--- config.mk ---
export PLATFORM = sky130hd
export DESIGN_NAME = acc_top
export DESIGN_NICKNAME = d
export VERILOG_FILES = /design/src/hw/acc_pkg.sv /design/src/hw/acc_sync_edge.sv /design/src/hw/acc_top.sv
export SDC_FILE = /design/constraint.sdc
export NUM_CORES = 1
export LEC_CHECK = 0
export BUFFER_PORTS_ARGS = -buffer_cell sky130_fd_sc_hd__buf_2
export CORE_MARGIN = 2
export CORE_UTILIZATION = 43
export DETAILED_ROUTE_END_ITERATION = 12
export PLACE_DENSITY = 0.67
export SYNTH_ARGS = -nofsm -noshare
export SYNTH_HDL_FRONTEND = slang
export SYNTH_SLANG_ARGS = --single-unit
--- constraint.sdc ---
create_clock -name pclk -period 2.7 [get_ports pclk]
set_input_delay 0.54 -clock pclk [delete_from_list [all_inputs] [get_ports pclk]]
set_output_delay 0.54 -clock pclk [all_outputs]
set_load 0.005 [all_outputs]
--- src/hw/acc_pkg.sv ---
// Constants shared by the analog comparator control logic.
package acc_pkg;

	// ----------------------------------------------------------------
	// Register byte offsets on the APB
	// ----------------------------------------------------------------
	localparam logic [7:0] ADDR_CTRL      = 8'h00;
	localparam logic [7:0] ADDR_IRQ_STAT  = 8'h04;
	localparam logic [7:0] ADDR_IRQ_EN    = 8'h08;
	localparam logic [7:0] ADDR_IRQ_CLR   = 8'h0C;
	localparam logic [7:0] ADDR_EVT_COUNT = 8'h10;
	localparam logic [7:0] ADDR_LIVE      = 8'h14;

	// ----------------------------------------------------------------
	// Field positions of compare_status_control
	// ----------------------------------------------------------------
	localparam int BIT_MODULE_ENABLE    = 7;
	localparam int BIT_REFERENCE_SELECT = 6;
	localparam int BIT_EVENT_FLAG       = 5;
	localparam int BIT_IRQ_ENABLE       = 4;
	localparam int BIT_RESULT_STATUS    = 3;
	localparam int BIT_PIN_ENABLE       = 2;
	localparam int BIT_EDGE_MODE_HI     = 1;
	localparam int BIT_EDGE_MODE_LO     = 0;

	// ----------------------------------------------------------------
	// Interrupt status, enable and clear layout
	// ----------------------------------------------------------------
	localparam int IRQ_WIDTH       = 4;
	localparam int IRQ_BIT_COMPARE = 0;
	localparam int IRQ_BIT_RISE    = 1;
	localparam int IRQ_BIT_FALL    = 2;
	localparam int IRQ_BIT_LOST    = 3;

	// ----------------------------------------------------------------
	// Edge mode encodings
	// ----------------------------------------------------------------
	localparam logic [1:0] EDGE_FALL_A = 2'h0;
	localparam logic [1:0] EDGE_RISE   = 2'h1;
	localparam logic [1:0] EDGE_FALL_B = 2'h2;
	localparam logic [1:0] EDGE_BOTH   = 2'h3;

	// ----------------------------------------------------------------
	// Widths and reset values
	// ----------------------------------------------------------------
	localparam int CTRL_WIDTH  = 8;
	localparam int COUNT_WIDTH = 16;

	localparam logic [7:0]             CTRL_RESET    = 8'h00;
	localparam logic [IRQ_WIDTH-1:0]   IRQ_RESET     = 4'h0;
	localparam logic [COUNT_WIDTH-1:0] COUNT_RESET   = 16'h0000;
	localparam logic [31:0]            PRDATA_RESET  = 32'h0000_0000;

endpackage

--- src/hw/acc_sync_edge.sv ---
// Two-stage synchroniser with edge detection on the synchronised level.
`timescale 1ns/100ps

module acc_sync_edge (
	input  wire logic pclk,
	input  wire logic presetn,
	input  wire logic async_in,
	output logic      sync_out,
	output logic      rise,
	output logic      fall
);

	// ----------------------------------------------------------------
	// Synchroniser
	// ----------------------------------------------------------------
	// The first stage may go metastable, so only the second stage reads it.
	logic meta;
	logic prev;

	always_ff @(posedge pclk or negedge presetn) begin
		if (!presetn) begin
			meta     <= 1'b0;
			sync_out <= 1'b0;
		end else begin
			meta     <= async_in;
			sync_out <= meta;
		end
	end

	// ----------------------------------------------------------------
	// Edge detection
	// ----------------------------------------------------------------
	always_ff @(posedge pclk or negedge presetn) begin
		if (!presetn) begin
			prev <= 1'b0;
		end else begin
			prev <= sync_out;
		end
	end

	assign rise = sync_out & ~prev;
	assign fall = ~sync_out & prev;

endmodule

--- src/hw/acc_top.sv ---
// Control and status logic around an analog voltage comparator, on APB.
`timescale 1ns/100ps

module acc_top (
	input  wire logic        pclk,
	input  wire logic        presetn,
	input  wire logic        psel,
	input  wire logic        penable,
	input  wire logic        pwrite,
	input  wire logic [7:0]  paddr,
	input  wire logic [31:0] pwdata,
	input  wire logic [3:0]  pstrb,
	output logic      [31:0] prdata,
	output logic             pready,
	output logic             pslverr,
	input  wire logic        compare_raw,
	input  wire logic        stop_wake_clear,
	input  wire logic        wait_mode,
	output logic             comparator_enable,
	output logic             reference_select,
	output logic             result_output_pin,
	output logic             result_output_pin_oe,
	output logic             irq,
	output logic             wake_request
);

	// ----------------------------------------------------------------
	// Bus decode
	// ----------------------------------------------------------------
	logic setup_phase;
	logic access_phase;
	logic wr_access;
	logic rd_setup;
	logic addr_mapped;
	logic wr_lane0;
	logic hit_ctrl;
	logic hit_irq_en;
	logic hit_irq_clr;
	logic hit_count;

	assign setup_phase  = psel & ~penable;
	assign access_phase = psel & penable;
	assign wr_access    = access_phase & pwrite;
	assign rd_setup     = setup_phase & ~pwrite;
	assign wr_lane0     = pstrb[0];

	always_comb begin
		unique case (paddr)
			acc_pkg::ADDR_CTRL,
			acc_pkg::ADDR_IRQ_STAT,
			acc_pkg::ADDR_IRQ_EN,
			acc_pkg::ADDR_IRQ_CLR,
			acc_pkg::ADDR_EVT_COUNT,
			acc_pkg::ADDR_LIVE: begin
				addr_mapped = 1'b1;
			end
			default: begin
				addr_mapped = 1'b0;
			end
		endcase
	end

	// Only lane 0 carries register bits, so a write without it is a no-op, except at the event counter, which any write clears.
	assign hit_ctrl    = wr_access & wr_lane0 & (paddr == acc_pkg::ADDR_CTRL);
	assign hit_irq_en  = wr_access & wr_lane0
		& (paddr == acc_pkg::ADDR_IRQ_EN);
	assign hit_irq_clr = wr_access & wr_lane0
		& (paddr == acc_pkg::ADDR_IRQ_CLR);
	assign hit_count   = wr_access & (paddr == acc_pkg::ADDR_EVT_COUNT);

	// The slave never inserts wait states.
	assign pready  = 1'b1;
	assign pslverr = access_phase & ~addr_mapped;

	// ----------------------------------------------------------------
	// Control fields
	// ----------------------------------------------------------------
	logic       module_enable;
	logic       reference_sel;
	logic       compare_irq_enable;
	logic       result_pin_enable;
	logic [1:0] edge_mode;

	always_ff @(posedge pclk or negedge presetn) begin
		if (!presetn) begin
			module_enable      <= acc_pkg::CTRL_RESET[acc_pkg::BIT_MODULE_ENABLE];
			reference_sel      <=
				acc_pkg::CTRL_RESET[acc_pkg::BIT_REFERENCE_SELECT];
			compare_irq_enable <= acc_pkg::CTRL_RESET[acc_pkg::BIT_IRQ_ENABLE];
			result_pin_enable  <= acc_pkg::CTRL_RESET[acc_pkg::BIT_PIN_ENABLE];
			edge_mode          <= acc_pkg::CTRL_RESET[
				acc_pkg::BIT_EDGE_MODE_HI:acc_pkg::BIT_EDGE_MODE_LO];
		end else if (stop_wake_clear) begin
			module_enable      <= acc_pkg::CTRL_RESET[acc_pkg::BIT_MODULE_ENABLE];
			reference_sel      <=
				acc_pkg::CTRL_RESET[acc_pkg::BIT_REFERENCE_SELECT];
			compare_irq_enable <= acc_pkg::CTRL_RESET[acc_pkg::BIT_IRQ_ENABLE];
			result_pin_enable  <= acc_pkg::CTRL_RESET[acc_pkg::BIT_PIN_ENABLE];
			edge_mode          <= acc_pkg::CTRL_RESET[
				acc_pkg::BIT_EDGE_MODE_HI:acc_pkg::BIT_EDGE_MODE_LO];
		end else if (hit_ctrl) begin
			module_enable      <= pwdata[acc_pkg::BIT_MODULE_ENABLE];
			reference_sel      <= pwdata[acc_pkg::BIT_REFERENCE_SELECT];
			compare_irq_enable <= pwdata[acc_pkg::BIT_IRQ_ENABLE];
			result_pin_enable  <= pwdata[acc_pkg::BIT_PIN_ENABLE];
			edge_mode          <= pwdata[
				acc_pkg::BIT_EDGE_MODE_HI:acc_pkg::BIT_EDGE_MODE_LO];
		end
	end

	assign comparator_enable = module_enable;
	assign reference_select  = reference_sel;

	// ----------------------------------------------------------------
	// Comparator result
	// ----------------------------------------------------------------
	// The analog core drives compare_raw high when its positive input is
	// above its negative input, so the level is used without inversion.
	logic result_sync;
	logic result_rise;
	logic result_fall;
	logic enabled_prev;
	logic result_live;

	acc_sync_edge u_sync (
		.pclk     (pclk),
		.presetn  (presetn),
		.async_in (compare_raw),
		.sync_out (result_sync),
		.rise     (result_rise),
		.fall     (result_fall)
	);

	// Edges seen in the first cycle after enabling come from the core
	// settling, not from the inputs, so they are ignored.
	always_ff @(posedge pclk or negedge presetn) begin
		if (!presetn) begin
			enabled_prev <= 1'b0;
		end else begin
			enabled_prev <= module_enable & ~stop_wake_clear;
		end
	end

	assign result_live = module_enable & result_sync;

	// ----------------------------------------------------------------
	// Compare event
	// ----------------------------------------------------------------
	// Wait mode does not gate anything here: an enabled comparator keeps
	// detecting events and raising its request.
	logic compare_event;
	logic edge_qual;

	assign edge_qual = module_enable & enabled_prev;

	always_comb begin
		unique case (edge_mode)
			acc_pkg::EDGE_FALL_A: begin
				compare_event = edge_qual & result_fall;
			end
			acc_pkg::EDGE_RISE: begin
				compare_event = edge_qual & result_rise;
			end
			acc_pkg::EDGE_FALL_B: begin
				compare_event = edge_qual & result_fall;
			end
			acc_pkg::EDGE_BOTH: begin
				compare_event = edge_qual & (result_rise | result_fall);
			end
		endcase
	end

	// ----------------------------------------------------------------
	// Event flag
	// ----------------------------------------------------------------
	logic compare_event_flag;
	logic flag_clear;

	assign flag_clear = hit_ctrl & pwdata[acc_pkg::BIT_EVENT_FLAG];

	// A new event wins over a clear written in the same cycle.
	always_ff @(posedge pclk or negedge presetn) begin
		if (!presetn) begin
			compare_event_flag <= acc_pkg::CTRL_RESET[acc_pkg::BIT_EVENT_FLAG];
		end else if (stop_wake_clear) begin
			compare_event_flag <= acc_pkg::CTRL_RESET[acc_pkg::BIT_EVENT_FLAG];
		end else if (compare_event) begin
			compare_event_flag <= 1'b1;
		end else if (flag_clear) begin
			compare_event_flag <= 1'b0;
		end
	end

	// ----------------------------------------------------------------
	// Interrupt status, enable and clear
	// ----------------------------------------------------------------
	logic [acc_pkg::IRQ_WIDTH-1:0] irq_status;
	logic [acc_pkg::IRQ_WIDTH-1:0] irq_enable;
	logic [acc_pkg::IRQ_WIDTH-1:0] irq_events;
	logic [acc_pkg::IRQ_WIDTH-1:0] irq_clear;

	always_comb begin
		irq_events = acc_pkg::IRQ_RESET;
		irq_events[acc_pkg::IRQ_BIT_COMPARE] = compare_event;
		irq_events[acc_pkg::IRQ_BIT_RISE]    = edge_qual & result_rise;
		irq_events[acc_pkg::IRQ_BIT_FALL]    = edge_qual & result_fall;
		irq_events[acc_pkg::IRQ_BIT_LOST]    = compare_event
			& compare_event_flag & ~flag_clear;
	end

	assign irq_clear = hit_irq_clr ? pwdata[acc_pkg::IRQ_WIDTH-1:0]
		: acc_pkg::IRQ_RESET;

	always_ff @(posedge pclk or negedge presetn) begin
		if (!presetn) begin
			irq_status <= acc_pkg::IRQ_RESET;
		end else if (stop_wake_clear) begin
			irq_status <= acc_pkg::IRQ_RESET;
		end else begin
			irq_status <= (irq_status & ~irq_clear) | irq_events;
		end
	end

	always_ff @(posedge pclk or negedge presetn) begin
		if (!presetn) begin
			irq_enable <= acc_pkg::IRQ_RESET;
		end else if (stop_wake_clear) begin
			irq_enable <= acc_pkg::IRQ_RESET;
		end else if (hit_irq_en) begin
			irq_enable <= pwdata[acc_pkg::IRQ_WIDTH-1:0];
		end
	end

	// ----------------------------------------------------------------
	// Event counter
	// ----------------------------------------------------------------
	// Counts compare events and wraps; any write to it returns it to zero.
	logic [acc_pkg::COUNT_WIDTH-1:0] event_count;

	always_ff @(posedge pclk or negedge presetn) begin
		if (!presetn) begin
			event_count <= acc_pkg::COUNT_RESET;
		end else if (stop_wake_clear | hit_count) begin
			event_count <= acc_pkg::COUNT_RESET;
		end else if (compare_event) begin
			event_count <= event_count
				+ {{(acc_pkg::COUNT_WIDTH-1){1'b0}}, 1'b1};
		end
	end

	// ----------------------------------------------------------------
	// Interrupt and wake outputs
	// ----------------------------------------------------------------
	logic irq_level;

	assign irq_level = (compare_irq_enable & compare_event_flag)
		| (|(irq_status & irq_enable));

	always_ff @(posedge pclk or negedge presetn) begin
		if (!presetn) begin
			irq          <= 1'b0;
			wake_request <= 1'b0;
		end else if (stop_wake_clear) begin
			// Dropped at once, so no stale request outlives the wake clear.
			irq          <= 1'b0;
			wake_request <= 1'b0;
		end else begin
			irq          <= irq_level;
			wake_request <= irq_level & wait_mode;
		end
	end

	// ----------------------------------------------------------------
	// Result pin
	// ----------------------------------------------------------------
	always_ff @(posedge pclk or negedge presetn) begin
		if (!presetn) begin
			result_output_pin    <= 1'b0;
			result_output_pin_oe <= 1'b0;
		end else if (stop_wake_clear) begin
			result_output_pin    <= 1'b0;
			result_output_pin_oe <= 1'b0;
		end else begin
			result_output_pin    <= result_pin_enable & result_live;
			result_output_pin_oe <= result_pin_enable;
		end
	end

	// ----------------------------------------------------------------
	// Read data
	// ----------------------------------------------------------------
	logic [acc_pkg::CTRL_WIDTH-1:0] ctrl_view;
	logic [31:0]                    next_prdata;

	always_comb begin
		ctrl_view = acc_pkg::CTRL_RESET;
		ctrl_view[acc_pkg::BIT_MODULE_ENABLE]    = module_enable;
		ctrl_view[acc_pkg::BIT_REFERENCE_SELECT] = reference_sel;
		ctrl_view[acc_pkg::BIT_EVENT_FLAG]       = compare_event_flag;
		ctrl_view[acc_pkg::BIT_IRQ_ENABLE]       = compare_irq_enable;
		ctrl_view[acc_pkg::BIT_RESULT_STATUS]    = result_live;
		ctrl_view[acc_pkg::BIT_PIN_ENABLE]       = result_pin_enable;
		ctrl_view[acc_pkg::BIT_EDGE_MODE_HI:acc_pkg::BIT_EDGE_MODE_LO] =
			edge_mode;
	end

	always_comb begin
		next_prdata = acc_pkg::PRDATA_RESET;
		unique case (paddr)
			acc_pkg::ADDR_CTRL: begin
				next_prdata[acc_pkg::CTRL_WIDTH-1:0] = ctrl_view;
			end
			acc_pkg::ADDR_IRQ_STAT: begin
				next_prdata[acc_pkg::IRQ_WIDTH-1:0] = irq_status;
			end
			acc_pkg::ADDR_IRQ_EN: begin
				next_prdata[acc_pkg::IRQ_WIDTH-1:0] = irq_enable;
			end
			acc_pkg::ADDR_EVT_COUNT: begin
				next_prdata[acc_pkg::COUNT_WIDTH-1:0] = event_count;
			end
			acc_pkg::ADDR_LIVE: begin
				next_prdata[0] = result_live;
				next_prdata[1] = irq_level;
			end
			default: begin
				next_prdata = acc_pkg::PRDATA_RESET;
			end
		endcase
	end

	// Read data is captured in the setup cycle so it comes from a flop in
	// the access cycle; the trade is that status is one cycle old.
	always_ff @(posedge pclk or negedge presetn) begin
		if (!presetn) begin
			prdata <= acc_pkg::PRDATA_RESET;
		end else if (rd_setup) begin
			prdata <= next_prdata;
		end
	end

endmodule

==> out/results.ini <==
[status]
outcome = finished clean

[timing]
final.setup.tns_ns = 0
timing.final.hold_violations = 0
setup_repair_after_global_routing_missed_its_margin = false
worstMarginPinSlew_ns = 0.615
finClkSkew_ns = 0.0127
achievable-frequency_mhz = 421
period_minus_slack_ns = 2.37
fin_hold_ws_ns = 0.124
layout_setup_ws_ns = 0.326
finalSetupViolCount = 0
final_cycle_share_pct = 87.9
final-max-slew-violation-count = 0
timing.slew.headroom_pct = 59.0

[critical_path]
r2r_end = event_count[12]
setup.worst_path.end_class = output port
worst_r2r_path_depth = 6
critical_path.slowest_cell = or4_4
critical_path.max_stage_delay_ns = 0.57
worstPathBufferInverterCount = 2
r2r_slack_ns = 0.52
reg2reg_from = u_sync.sync_out
criticalPathCategory = input port to output port
cp_max_fo = 5
worstSetupStartpointType = input port
worstPathRequired_ns = 2.16
critPathMostFrequentCell = buf_2
timing.critical_path.depth = 6
worstPathArrival_ns = 1.83
crit_family = simple AND/OR/NAND/NOR gates
crit_chain = buf_2 > or4_4 > or2_4 > a21oi_1 > nor2_1 > buf_2

[floorplanning]
die_w_um = 86.1
row_count = 29
core_um2 = 6420
boundaryPins = 92
die_area_um2 = 7410
start_util_pct = 45.1
floorplan.die.height_um = 86.1

[synth]
synth_top_area_share_pct = 47.5
synth-seq-area-share_pct = 47.5
netlist-cell-type-count = 51
postSynth.topFlopCell = dfrtp_1
asyncSetResetFlopFracSynth_pct = 100
synth_most_common_cell = dfrtp_1
syn_area_per_cell_um2 = 9.98
synthTopCellsByArea = dfrtp_1 48%, a21oi_1 4.7%, buf_4 4.7%
synth.top_cells.by_count = 55 x dfrtp_1, 27 x a21oi_1, 20 x o21ai_0
mappedNetlistArea_um2 = 2900
synthesis.yosys.warnings = 0
ys_seq_elements = 55
syn-instance-count = 290
synth-edff-count = 0
synthDominantAreaCellType = dfrtp_1

[clocking]
tritoncts = built
holdBufCountCts = 0
clk_root_buffer_cell = clkbuf_8
post-cts-setup-buffer-count = 0
clock_tree.buffer_depth = 2
cts_buffers = 5
clkLatencyLatePin_ns = 0.32
cts.sink_count = 55
cts_repair_resize_count = 0
cts_htree_levels = 2
clk_pin_slew_ns = 0.10

[place]
pre_cts_ws_ns = 0.180
globalplace.congestion = 0.889
detailed_place.area_um2 = 3170
dp_cells = 405
dp.final_hpwl_um = 4860
portBuffers = 47

[layout]
post_synthesis_to_final_layout_area_growth_pct = 12.8
utilization_pct = 50.8
final_layout_size_suffix_gt1_share_pct = 23.8
finish.net_count = 390
layout.cell_area.non_filler_um2 = 3270
layoutNonFillerInstCount = 413
inserted_diodes = 0
fillerInstances = 590

[route]
routedWlPerCell_um = 16.2
via_count = 2413
routed_via_density = 5.84
detailedRoute.firstIterationViolations = 233
finalWirelength_um = 6680
post-route-drc-count = 0
antenna_violating_nets_post_route = 0
first_pass_iters = 4

[min_path]
timing.hold.worst.class = input port to asynchronous set/reset pin

[run]
timing.max_cap.violations = 0

[global_route]
grt_overflow = 0
global_route.usage.total_pct = 19.1
antenna_violations_before_repair = 0
grt_pass1_wl_um = 11400
grt_start_max_net_pins = 33
grt_pass1_vias = 2312

[power_and_ir_drop]
finalPower_mw = 1.41
power.ir.vdd_worst_uv = 235
p_per_area_nw_per_um2 = 432
cellLeakagePower_nw = 1.50

==> power breakdown <==
| group | internal (mW) | total [mW] | switching, mW |
|---|---|---|---|
| clock | 0.186 | 0.478 | 0.292 |
| combinational | 0.0333 | 0.105 | 0.0715 |
| sequential | 0.825 | 0.827 | 0.00187 |
==> per-layer routing <==
layer | track usage [%] | share of wire, % | vias up | wire (um)
met5 | 0 | 0 | - | 0
met4 | 4.76 | 1.0 | 0 | 67
met3 | 3.56 | 7.2 | 6 | 482
met2 | 29.5 | 46 | 95 | 3060
met1 | 27.7 | 46 | 1172 | 3070
li1 | - | - | 1140 | -
==> how the worst max path moves through the flow <==
stage | slack, ns | from | to
4_1_cts | 0.34 | paddr[7] | pslverr
3_3_place_gp | 0.19 | paddr[7] | comparator_enable
5_1_grt | 0.26 | paddr[7] | pslverr
2_1_floorplan | 0.39 | paddr[7] | comparator_enable
3_5_place_dp | 0.18 | paddr[7] | comparator_enable
6_report | 0.33 | paddr[7] | pslverr
==> flip-flops by register name (all words and copies together), names as in the netlist, 2 cells and up <==
signal / cells
edge_mode: 2
event_count: 16
irq_enable: 4
irq_status: 4
prdata: 16
==> placed cells by master, fill, tap and decap left out, drive strengths merged, types with 5 or more instances in the layout <==
master	synthesis	final
dfrtp	55	55
o31ai	11	11
buf	22	57
nand4	6	6
a22o	10	10
a21oi	27	27
inv	9	10
clkbuf	12	5
conb	2	17
nand2	17	17
nand3	16	16
mux2i	5	5
and3	6	6
nor2	10	10
o21ai	20	20
or4	11	11
==> layout make-up <==
cell class,count,area [um^2],share of cell area [%]
Timing Repair Buffer,57,323,9.89
Multi-Input combinational cell,206,1340,41.0
Clock inverter,3,23.8,0.728
Inverter,10,37.5,1.15
Clock buffer,5,68.8,2.11
Tap cell,77,96.3,2.95
Sequential cell,55,1380,42.1
==> kinds of logic after synthesis <==
kind of cell	count (synthesis)	share of synthesized area (%)
AOI/OAI and AO/OA	86	20.5
muxes	9	3.28
buffers and inverters	44	8.12
and+or+nand+nor	89	18.4
adders and majority gates	3	1.30
DFF	55	47.5
other	2	0.259
xor gates and xnor gates	2	0.605
No activity file was read; power rests on OpenSTA's default activity.
